## src/inc/iira_pkg.sv

```systemverilog
// Constants for the indirect register access block of the I/O interrupt
// controller. Assumes a 32-bit memory slave port with a decoded base.
package iira_pkg;

    // Memory offsets of the select register and data window in the base
    localparam logic [7:0] SELECT_OFFSET = 8'h00;
    localparam logic [7:0] WINDOW_OFFSET = 8'h10;
    // Fixed upper address digits and field of the base locator digits
    localparam logic [15:0] BASE_HIGH = 16'hFEC0;
    localparam int BASE_DIGIT_LSB = 8;
    localparam int BASE_DIGIT_MSB = 15;

    // Internal register indexes
    localparam logic [7:0] IDX_UNIT_ID = 8'h00;
    localparam logic [7:0] IDX_VERSION = 8'h01;
    localparam logic [7:0] IDX_ARB_PRIO = 8'h02;
    localparam logic [7:0] IDX_REDIR_FIRST = 8'h10;
    localparam logic [7:0] IDX_REDIR_LAST = 8'h2F;

    // Field positions
    localparam int ID_LSB = 24;
    localparam int ID_MSB = 27;
    localparam int MAXENT_LSB = 16;
    localparam int MAXENT_MSB = 23;
    localparam int VER_LSB = 0;
    localparam int VER_MSB = 7;
    localparam int SEL_MSB = 7;

    // Reset values and fixed fields
    localparam logic [3:0] ID_RESET = 4'h0;
    localparam logic [31:0] WORD_ZERO = 32'h0000_0000;
    // Byte enables of a full doubleword store
    localparam logic [3:0] BE_ALL = 4'hF;
    localparam logic [7:0] MAX_ENTRY = 8'h0F;
    // Version code: arbitrary neutral value
    localparam logic [7:0] VERSION_CODE_DEFAULT = 8'h5A;

endpackage : iira_pkg

```

## src/hw/iira_redir_store.sv

```systemverilog
// Storage for the redirection entry halves reached through the window.
// Assumes single-cycle write strobes from the register decode.
module iira_redir_store #(
    parameter int ENTRIES = 16
) (
    input wire logic mclk_i,
    input wire logic sys_rst_i,
    input wire logic wr_en_i,
    input wire logic [5:0] half_idx_i,
    input wire logic [31:0] wr_data_i,
    output logic [31:0] rd_data_o
);

    // Two independent halves per entry
    logic [31:0] mem_q [0:2*ENTRIES-1];
    // Index bits that address the halves
    localparam int IDX_W = $clog2(2 * ENTRIES);

    ////////////////////////////////////////////////////////////////////////
    // Write port; contents undefined after reset, as for the table itself
    always_ff @(posedge mclk_i)
    begin
        // No store lands while reset is held
        if (wr_en_i && !sys_rst_i)
        begin
            mem_q[half_idx_i[IDX_W-1:0]] <= wr_data_i;
        end
    end

    // Read is combinational; the top registers it
    assign rd_data_o = mem_q[half_idx_i[IDX_W-1:0]];

endmodule : iira_redir_store

```

## src/hw/iira_top.sv

```systemverilog
// Indirect register access: select register, data window and the unit
// identifier, version and arbitration priority registers behind it.
// Assumes a simple memory slave port: one-cycle read/write strobes with a
// full 32-bit address, data returned one cycle after a read strobe.
// The redirection store is not cleared by reset; software loads it.

// Functional notes
// - Select and window at fixed offsets in base
// - Doubleword write loads the select register
// - Only select bits 7:0 address registers
// - Window accesses forward to selected register
// - Wide registers exposed as 32-bit halves
// - Index 00h holds resettable 4-bit identifier
// - Identifier write also loads arbitration priority
// - Index 02h read-only arbitration priority field
// - Index 01h returns maximum entry 0Fh
// - Version code in bits 7:0, maximum entry in bits 23:16, rest zero
// - Redirection halves occupy indexes 10h to 2Fh
module iira_top #(
    parameter logic [7:0] VERSION_CODE = iira_pkg::VERSION_CODE_DEFAULT,
    parameter int ENTRIES = 16
) (
    input wire logic mclk_i,
    input wire logic sys_rst_i,
    input wire logic [7:0] base_locator_i,
    input wire logic [31:0] mem_addr_i,
    input wire logic mem_wr_i,
    input wire logic mem_rd_i,
    input wire logic [3:0] mem_be_i,
    input wire logic [31:0] mem_wdata_i,
    output logic [31:0] mem_rdata_o,
    output logic mem_rvalid_o,
    output logic [3:0] unit_identifier_o,
    output logic [3:0] arbitration_priority_o
);

    ////////////////////////////////////////////////////////////////////////
    // State
    logic [31:0] select_q;      // Whole select word; upper bits reserved
    logic [3:0] unit_id_q;      // Unit identifier field
    logic [3:0] arb_prio_q;     // Arbitration priority field
    logic [31:0] rdata_q;       // Registered read data
    logic rvalid_q;             // Read answer strobe

    // Decode helpers
    logic in_base; // Address lies in the located base
    logic hit_select; // Access aimed at the select register
    logic hit_window; // Access aimed at the data window
    logic full_word; // All four byte lanes enabled
    logic win_wr; // Full-word store through the window
    logic [7:0] index; // Internal register address
    logic redir_hit; // Index falls among the table halves
    logic redir_wr; // Store lands in a table half
    logic [31:0] redir_rdata; // Half addressed by the index
    logic [5:0] half_idx; // Half number, zero based

    ////////////////////////////////////////////////////////////////////////
    // Offset match in the low address byte; the base is matched apart
    function automatic logic hit_at(input logic [31:0] addr,
                                    input logic [7:0] offset);
        hit_at = (addr[iira_pkg::BASE_DIGIT_LSB-1:0] == offset);
    endfunction : hit_at

    // Place a 4-bit field at the identifier position of a zero word
    function automatic logic [31:0] id_word(input logic [3:0] f);
        id_word = iira_pkg::WORD_ZERO;
        id_word[iira_pkg::ID_MSB:iira_pkg::ID_LSB] = f;
    endfunction : id_word

    ////////////////////////////////////////////////////////////////////////
    // Address decode
    // fixed upper digits, middle digits from the locator
    assign in_base = (mem_addr_i[31:16] == iira_pkg::BASE_HIGH) &&
        (mem_addr_i[iira_pkg::BASE_DIGIT_MSB:iira_pkg::BASE_DIGIT_LSB]
         == base_locator_i);
    // Both registers sit at fixed offsets inside that base
    assign hit_select = in_base &&
        hit_at(mem_addr_i, iira_pkg::SELECT_OFFSET);
    assign hit_window = in_base &&
        hit_at(mem_addr_i, iira_pkg::WINDOW_OFFSET);
    // Partial writes are dropped: software must store whole words
    assign full_word = (mem_be_i == iira_pkg::BE_ALL);
    // Every window store passes this one gate
    assign win_wr = mem_wr_i && hit_window && full_word;

    // low byte is index
    // The upper select bits are stored but play no part in the decode,
    // so a new select word takes effect on the very next access
    assign index = select_q[iira_pkg::SEL_MSB:0];

    assign redir_hit = (index >= iira_pkg::IDX_REDIR_FIRST) &&
                       (index <= iira_pkg::IDX_REDIR_LAST);
    // one 32-bit half per index
    // Cut on purpose: the range check bounds the difference to 0..31
    assign half_idx = 6'(index - iira_pkg::IDX_REDIR_FIRST);
    // Writes outside the table range never reach the store
    assign redir_wr = win_wr && redir_hit;

    ////////////////////////////////////////////////////////////////////////
    // Redirection halves; the store only holds the words, the table
    // fields themselves are interpreted elsewhere
    iira_redir_store #(
        .ENTRIES(ENTRIES)
    ) i_iira_redir_store (
        .mclk_i(mclk_i),
        .sys_rst_i(sys_rst_i),
        .wr_en_i(redir_wr),
        .half_idx_i(half_idx),
        .wr_data_i(mem_wdata_i),
        .rd_data_o(redir_rdata)
    );

    ////////////////////////////////////////////////////////////////////////
    // Select register; reserved upper bits are kept but never decoded
    // Partial stores are refused here too, as on the window
    always_ff @(posedge mclk_i)
    begin
        if (sys_rst_i)
        begin
            select_q <= iira_pkg::WORD_ZERO;
        end
        else if (mem_wr_i && hit_select && full_word)
        begin
            select_q <= mem_wdata_i;
        end
    end

    ////////////////////////////////////////////////////////////////////////
    // Identifier and arbitration priority
    always_ff @(posedge mclk_i)
    begin
        if (sys_rst_i)
        begin
            unit_id_q <= iira_pkg::ID_RESET;
            arb_prio_q <= iira_pkg::ID_RESET;
        end
        // identifier write path
        // Both fields load in one edge, so they can never be seen apart
        else if (win_wr && index == iira_pkg::IDX_UNIT_ID)
        begin
            unit_id_q <= mem_wdata_i[iira_pkg::ID_MSB:iira_pkg::ID_LSB];
            arb_prio_q <= mem_wdata_i[iira_pkg::ID_MSB:iira_pkg::ID_LSB];
        end
        // priority index 02h has no write path; others ignored
        // Stores to the version word or unmapped indexes change nothing
    end

    ////////////////////////////////////////////////////////////////////////
    // Read answer, one cycle after the strobe
    // Every read strobe is answered, even one outside the base, so a
    // master never waits on a missed decode; the data stands until the
    // next read
    always_ff @(posedge mclk_i)
    begin
        if (sys_rst_i)
        begin
            rdata_q <= iira_pkg::WORD_ZERO;
            rvalid_q <= 1'b0;
        end
        else
        begin
            rvalid_q <= mem_rd_i;
            if (mem_rd_i)
            begin
                // Select reads back in full, reserved bits included
                if (hit_select)
                begin
                    rdata_q <= select_q;
                end
                else if (hit_window)
                begin
                    if (index == iira_pkg::IDX_UNIT_ID)
                    begin
                        rdata_q <= id_word(unit_id_q);
                    end
                    else if (index == iira_pkg::IDX_VERSION)
                    begin
                        // Cleared word first, then the two fixed fields
                        rdata_q <= iira_pkg::WORD_ZERO;
                        rdata_q[iira_pkg::MAXENT_MSB:iira_pkg::MAXENT_LSB]
                            <= iira_pkg::MAX_ENTRY;
                        rdata_q[iira_pkg::VER_MSB:iira_pkg::VER_LSB]
                            <= VERSION_CODE;
                    end
                    else if (index == iira_pkg::IDX_ARB_PRIO)
                    begin
                        rdata_q <= id_word(arb_prio_q);
                    end
                    else if (redir_hit)
                    begin
                        // The store reads from the current index
                        rdata_q <= redir_rdata;
                    end
                    else
                    begin
                        rdata_q <= iira_pkg::WORD_ZERO;
                    end
                end
                // Outside both registers: zero
                else
                begin
                    rdata_q <= iira_pkg::WORD_ZERO;
                end
            end
        end
    end

    // Outputs, all straight from flip-flops
    assign mem_rdata_o = rdata_q;
    assign mem_rvalid_o = rvalid_q;
    assign unit_identifier_o = unit_id_q;
    assign arbitration_priority_o = arb_prio_q;

endmodule : iira_top

```

## config.mk

```make
export PLATFORM = sky130hd
export DESIGN_NAME = iira_top
export DESIGN_NICKNAME = d
export VERILOG_FILES = /design/src/inc/iira_pkg.sv /design/src/hw/iira_redir_store.sv /design/src/hw/iira_top.sv
export SDC_FILE = /design/constraint.sdc
export NUM_CORES = 1
export LEC_CHECK = 0
export BUFFER_PORTS_ARGS = -buffer_cell sky130_fd_sc_hd__buf_2
export CAP_MARGIN = 20
export CORE_MARGIN = 5
export CORE_UTILIZATION = 62
export DETAILED_ROUTE_END_ITERATION = 16
export GPL_ROUTABILITY_DRIVEN = 1
export PLACE_DENSITY = 0.79
export SKIP_LAST_GASP = 1
export SLEW_MARGIN = 15
export SYNTH_ARGS = -nofsm -noshare
export SYNTH_HDL_FRONTEND = slang
export SYNTH_SLANG_ARGS = --single-unit
```

## constraint.sdc

```tcl
create_clock -name mclk_i -period 4.15 [get_ports mclk_i]
set_input_delay 0.2075 -clock mclk_i [delete_from_list [all_inputs] [get_ports mclk_i]]
set_output_delay 0.2075 -clock mclk_i [all_outputs]
set_load 0.02 [all_outputs]
```

==> After elaboration in Yosys (flattened, before gate mapping) <==
Memory sizes are Yosys's and may differ from the RTL's.
Index checks and enable logic that the tools add are counted.
{ "classes": {"n_addsub": 1, "n_mul": 0, "div_mod_pow": 0, "n_lt_le_gt_ge": 2, "n_eq_ne": 6, "n_shift": 0, "muxes": 8, "bitwise": 0, "reduce_logical": 14} }
{ "op_table": {"columns": ["cell", "n"], "rows": [
  ["2-to-1 mux 32 bit", 6],
  ["== test 16 bit (second input constant)", 1],
  ["logical NOT 8 bit", 2],
  ["logical AND 1 bit", 11],
  ["== test 8 x 1 -> 1 bit (second input constant)", 1],
  ["== test 8 x 2 -> 1 bit (second input constant)", 1],
  ["== test 8 x 5 -> 1 bit (second input constant)", 1],
  ["== test 8 bit", 1],
  [">= comparator 8 x 5 -> 1 bit (second input constant)", 1],
  ["less-or-equal comparator 8 x 6 -> 1 bit (second input constant)", 1],
  ["subtractor 5 bit (second input constant)", 1],
  ["== test 4 bit (second input constant)", 1],
  ["2-to-1 mux 1 bit", 2],
  ["logical NOT 1 bit", 1]
]} }
{ "word_totals": {"register_bits": 69, "latchBits": 0, "ram_bits": 1024, "rom_bits": 0, "inputBits": 80, "output_inout_bits": 41, "word_cells": 36, "memories": 1} }
{ "mem_list": {"columns": ["memory", "words", "word_bits", "read_ports", "rd_clocked_by_memory_dff", "write_ports", "line", "rtl"], "rows": [
  ["i_iira_redir_store.mem_q", 32, 32, 1, 0, 1, "iira_redir_store.sv:15", "logic [31:0] mem_q [0:2*ENTRIES-1];"]
]} }

==> Depth between registers and ports, before layout <==
{ "depth": {"ltp_word": 9, "mapped_depth": 10, "mapped_depth_nobuf": 6} }

==> Modules after synthesis <==
Synthesis repeated with hierarchy kept, for this count alone.
{ "unflattened": {"hier_cells": 2513, "hier_area_um2": 42722.2} }
{ "by_module_without_submodules": {"columns": ["module", "instances", "cells_each", "area_each_um2", "seq_area_each_um2"], "rows": [
  ["iira_redir_store", 1, 2078, 39103.8, 30749.5],
  ["iira_top", 1, 435, 3618.5, 1381.3]
]} }

==> Worst setup path after synthesis <==
Ideal clock, no wire load.
{ "synth_path": {"kind": "input-to-reg", "startpoint": "in mem_addr_i[3]", "endpoint": "mem i_iira_redir_store.mem_q[12][0] (enable)", "arrival_time_ns": 2.918, "t_required_ns": 3.729, "setup_slack_ns": 0.811, "path_stages": 7, "path_buffers": 1, "cell_sequence": "nand4b_1 > nor4_1 > nand4_4 > nor2_4 > buf_4 > nand4b_2 > nor2_1"} }
{ "synth_via": {"elab_chain_len": 8} }
{ "synth_lines": {"columns": ["item", "line", "rtl"], "rows": [
  ["start, declared", "iira_top.sv:26", "input wire logic [31:0] mem_addr_i,"],
  ["== test 8 x 5 -> 1 bit", "iira_top.sv:61", "hit_at = (addr[iira_pkg::BASE_DIGIT_LSB-1:0] == offset);"],
  ["logical AND 1 bit", "iira_top.sv:79", "assign hit_window = in_base &&"],
  ["logical AND 1 bit (2 in series)", "iira_top.sv:84", "assign win_wr = mem_wr_i && hit_window && full_word;"],
  ["logical AND 1 bit", "iira_top.sv:97", "assign redir_wr = win_wr && redir_hit;"],
  ["logical AND 1 bit", "iira_redir_store.sv:24", "if (wr_en_i && !sys_rst_i)"],
  ["2-to-1 mux 1 bit", "iira_redir_store.sv:24", null],
  ["2-to-1 mux 1 bit (implied by the code)", "iira_redir_store.sv:26", "mem_q[half_idx_i[IDX_W-1:0]] <= wr_data_i;"],
  ["end, declared", "iira_redir_store.sv:15", null]
]} }
No other way between the ends.

==> Worst setup path in the final report <==
{ "layout_path": {"startpoint": "reg select_q[0]", "endpoint": "reg rdata_q[3], in the netlist mem_rdata_o[3]"} }
{ "layout_via": {"elab_chain_len": 8, "elab_cells_between_ends": 14} }
{ "layout_lines": {"columns": ["item", "line", "rtl"], "rows": [
  ["start, declared", "iira_top.sv:39", "logic [31:0] select_q;"],
  ["start signal, assigned", "iira_top.sv:120", "select_q <= iira_pkg::WORD_ZERO;"],
  ["start signal, assigned", "iira_top.sv:124", "select_q <= mem_wdata_i;"],
  ["subtractor 5 bit (tied with other cells)", "iira_top.sv:95", "assign half_idx = 6'(index - iira_pkg::IDX_REDIR_FIRST);"],
  ["memory read (32 x 32 bit) / logical AND 1 bit (equally long branches)", null, null],
  ["2-to-1 mux 32 bit", "iira_top.sv:189", "else if (redir_hit)"],
  ["2-to-1 mux 32 bit", "iira_top.sv:185", "else if (index == iira_pkg::IDX_ARB_PRIO)"],
  ["2-to-1 mux 32 bit", "iira_top.sv:176", "else if (index == iira_pkg::IDX_VERSION)"],
  ["2-to-1 mux 32 bit *", "iira_top.sv:172", "if (index == iira_pkg::IDX_UNIT_ID)"],
  ["2-to-1 mux 32 bit *", "iira_top.sv:170", "else if (hit_window)"],
  ["2-to-1 mux 32 bit *", "iira_top.sv:166", "if (hit_select)"],
  ["end signal, assigned", "iira_top.sv:168", "rdata_q <= select_q;"],
  ["end signal, assigned", "iira_top.sv:174", "rdata_q <= id_word(unit_id_q);"],
  ["end signal, assigned", "iira_top.sv:179", "rdata_q <= iira_pkg::WORD_ZERO;"],
  ["end, declared", "iira_top.sv:42", "logic [31:0] rdata_q;"]
]} }
Every way passes the cells marked *; elsewhere a longest branch is shown, timed or not.
A chain may end at the register's enable or synchronous reset.

==> metrics.md <==
| Metric | Value |
|---|---|
| Port Buffer Count | 120 |
| P&R area growth vs syn | 13.3% |
| Clk buf depth | 3 |
| Multi-input combinational cell area | between 9000 and 10000 µm² |
| GPL Wtd Cong | 0.885 |
| Hold Crit Class | input pin to register |
| Total CTS buffers | just over 100 |
| Final Skew | around 0.022 ns |
| Syn_nets | about 2200 |
| DR vias | between 20000 and 25000 |
| Post-synth EDFFs | between 1000 and 1500 |
| Num ports | about 120 |
| Avg Cell Area, Syn | 19.8 µm² |
| Crit Reg-Reg Startpoint | select_q[0] |
| Register area | approximately 32000 µm² |
| CP arrival | ~3.8 ns |
| CP Data Required Time | approximately 4.6 ns |
| Prevailing post-synth register cell | edfxtp_1 |
| Clock latency on the worst-skew pair | approximately 0.66 ns |
| Die height | 270 µm |
| CP max FO | 49 |
| Vias per cell | 6.95 |
| Layout cells sized above 1 | 0.242 |
| Async SR Flop Fraction | 0 |
| Number of global-route vias before repair | 23000 |
| Final nets | approximately 2400 |
| Number of max-cap violations | 0 |
| Metal2 WL | about 53000 µm |
| Drt drc | 0 |
| Fin Hold WS | 0.0618 ns |
| Worst setup EP type | register |
| Total grt overflow | 0 |
| Largest net degree at the start of global routing | about 120 |
| Setup bufs post-CTS | 0 |
| CTS Sinks | about 1100 |
| DP HPWL | between 60000 and 70000 µm |
| Synth Cell Area | approximately 42000 µm² |
| Clock Root Buffer | clkbuf_16 |
| Max-slew violations | 0 |
| Final setup violation count | 0 |
| Clk slew on worst S/H paths | ~0.070 ns |
| Final period utilization | 0.800 |
| Die area | about 73000 µm² |
| Launch point of the critical path | select_q[0] |
| RSZ-0062 raised after global routing | false |
| Hold Startpoint | mem_wdata_i[28] |
| Synth Register Bits | approximately 1100 |
| H-tree depth | 3 |
| Std cell rows | 95 |
| Die width | between 200 and 300 µm |
| Fmax | roughly 300 MHz |
| Initial core utilization | 0.624 |
| Netlist cell types | 47 |
| Total Wirelength | about 110000 µm |
| Metal-1 WL | roughly 37000 µm |
| Total core area | ~67000 µm² |
| 1st-pass router iterations | 8 |
| Peak supply drop | just over 400 µV |
| Cell count after synthesis | approximately 2100 |
| Initial antenna violation count | 3 |
| Kind of critical path | register to register |
| Final ANT Viol Nets | 0 |
| Pleak | between 10 and 15 nW |
| # hold bufs at CTS | 0 |
| Top Metal Used | met5 |
| Final hold violations | 0 |
| Seq/Total Area, Yosys | 0.768 |
| Gr usage total | 0.294 |
| Warnings from Yosys | 0 |
| Filler cell count | between 3000 and 4000 |
| Power density cells | approximately 460 nW/µm² |
| Met3 routed WL | roughly 13000 µm |
| Post_cts resized | 0 |
| Mean routed wirelength per cell | around 33 µm |
| First-pass GRT wire length | approximately 160000 µm |
| Crit path time final | around 3.3 ns |
| Slew HR | 0.245 |
| Iter 0 DRT Violations | 3420 |
| Setup TNS | 0 ns |
| Worst-Margin Slew | 1.13 ns |
| CP Launch Type | register |
| CTS tree | built |
| Outcome | completed |
-- layout by cell type (no fill, tap or decap), types with 9 or more instances in the layout --
master / count
nor4_1: 30
nand4_1: 25
edfxtp_1: 1024
mux2i_1: 228
o22ai_1: 96
nor2_4: 34
buf_4: 71
a22oi_1: 92
xor2_1: 9
nor2_1: 73
buf_12: 22
buf_2: 119
mux4_2: 160
clkinv_2: 23
clkbuf_16: 105
nand2_1: 60
dfxtp_1: 67
clkinv_1: 16
a311oi_1: 24
clkbuf_1: 21
-- cells in the mapped netlist, types with 3 or more instances --
master / instances / area (µm²)
mux4_2: 160 / 3600
nor4_1: 30 / 188
buf_4: 39 / 293
o22ai_1: 96 / 601
or4b_4: 3 / 41.3
a311oi_1: 24 / 210
buf_2: 44 / 220
nor2_1: 106 / 398
dfxtp_1: 69 / 1380
nand4bb_1: 6 / 67.6
buf_6: 4 / 45.0
nand4_1: 25 / 156
nand3_1: 5 / 25.0
xor2_1: 9 / 78.8
edfxtp_1: 1024 / 30700
clkbuf_1: 39 / 146
nand4b_1: 6 / 52.6
a211oi_1: 8 / 60.1
mux2i_1: 228 / 2280
a22oi_1: 92 / 691
nand2_1: 60 / 225
-- critical path: stages (launching register included) --
cell and delay [ns]:
dfxtp_4 0.97, buf_4 0.51, mux2i_1 0.31, o22ai_1 0.15, nor4_1 0.63, nand2_1 0.13
a22oi_1 0.22, a211oi_1 0.10
-- cells by family after synthesis --
group	after synthesis	share of synthesized area
compound gates	221	0.0376
xor+xnor	9	0.00188
buf+inv	129	0.0171
flops	1093	0.768
mux	388	0.141
simple gates	272	0.0350
-- power breakdown --
group | leakage, nW | total, mW | internal (mW) | switching, mW
clock | 1.62 | 9.22 | 5.24 | 3.97
combinational | 3.07 | 0.310 | 0.0581 | 0.252
sequential | 9.76 | 12.1 | 12.0 | 0.0118
-- layer usage --
metal,GRT usage,vias up
met5,0,-
met4,0.104,4
met3,0.0744,296
met2,0.479,1722
met1,0.394,11500
li1,-,9117
-- final timing paths --
path	slack [ns]	end	cells after the start
max	0.83	mem_rdata_o[3]	7
min	0.06	i_iira_redir_store.mem_q[21][28]	1
max reg2reg	0.83	mem_rdata_o[3]	7
min reg2reg	0.48	mem_rdata_o[20]	2
-- final cells by class --
type	instances	area share
clock inverters	56	0.0107
multi-input cells	890	0.195
repair buffers	214	0.0337
diodes	2	0.000106
well taps	873	0.0230
inverters	1	0.0000792
clock buffers	132	0.0588
flip-flops and latches	1093	0.678
-- sequential cells by signal, summed over array words and instances, names as in the netlist --
name / flops
arbitration_priority_o: 4
mem_rvalid_o: 1
i_iira_redir_store.mem_q: 1024
mem_rdata_o: 32
select_q: 32
-- per-stage QoR --
stage,cell area (µm²),util,total power [mW],std cells,worst slack [ns]
finish,47400,0.707,21.6,3261,0.831
global route,47400,0.707,22.1,3259,0.742
CTS,47400,0.707,21.6,3257,0.879
detailed placement,44100,0.657,12.6,3069,0.589
global placement,44100,0.657,12.6,3069,0.670
floorplan,41800,-,12.4,2112,0.811
No activity file was read; power rests on OpenSTA's default activity.
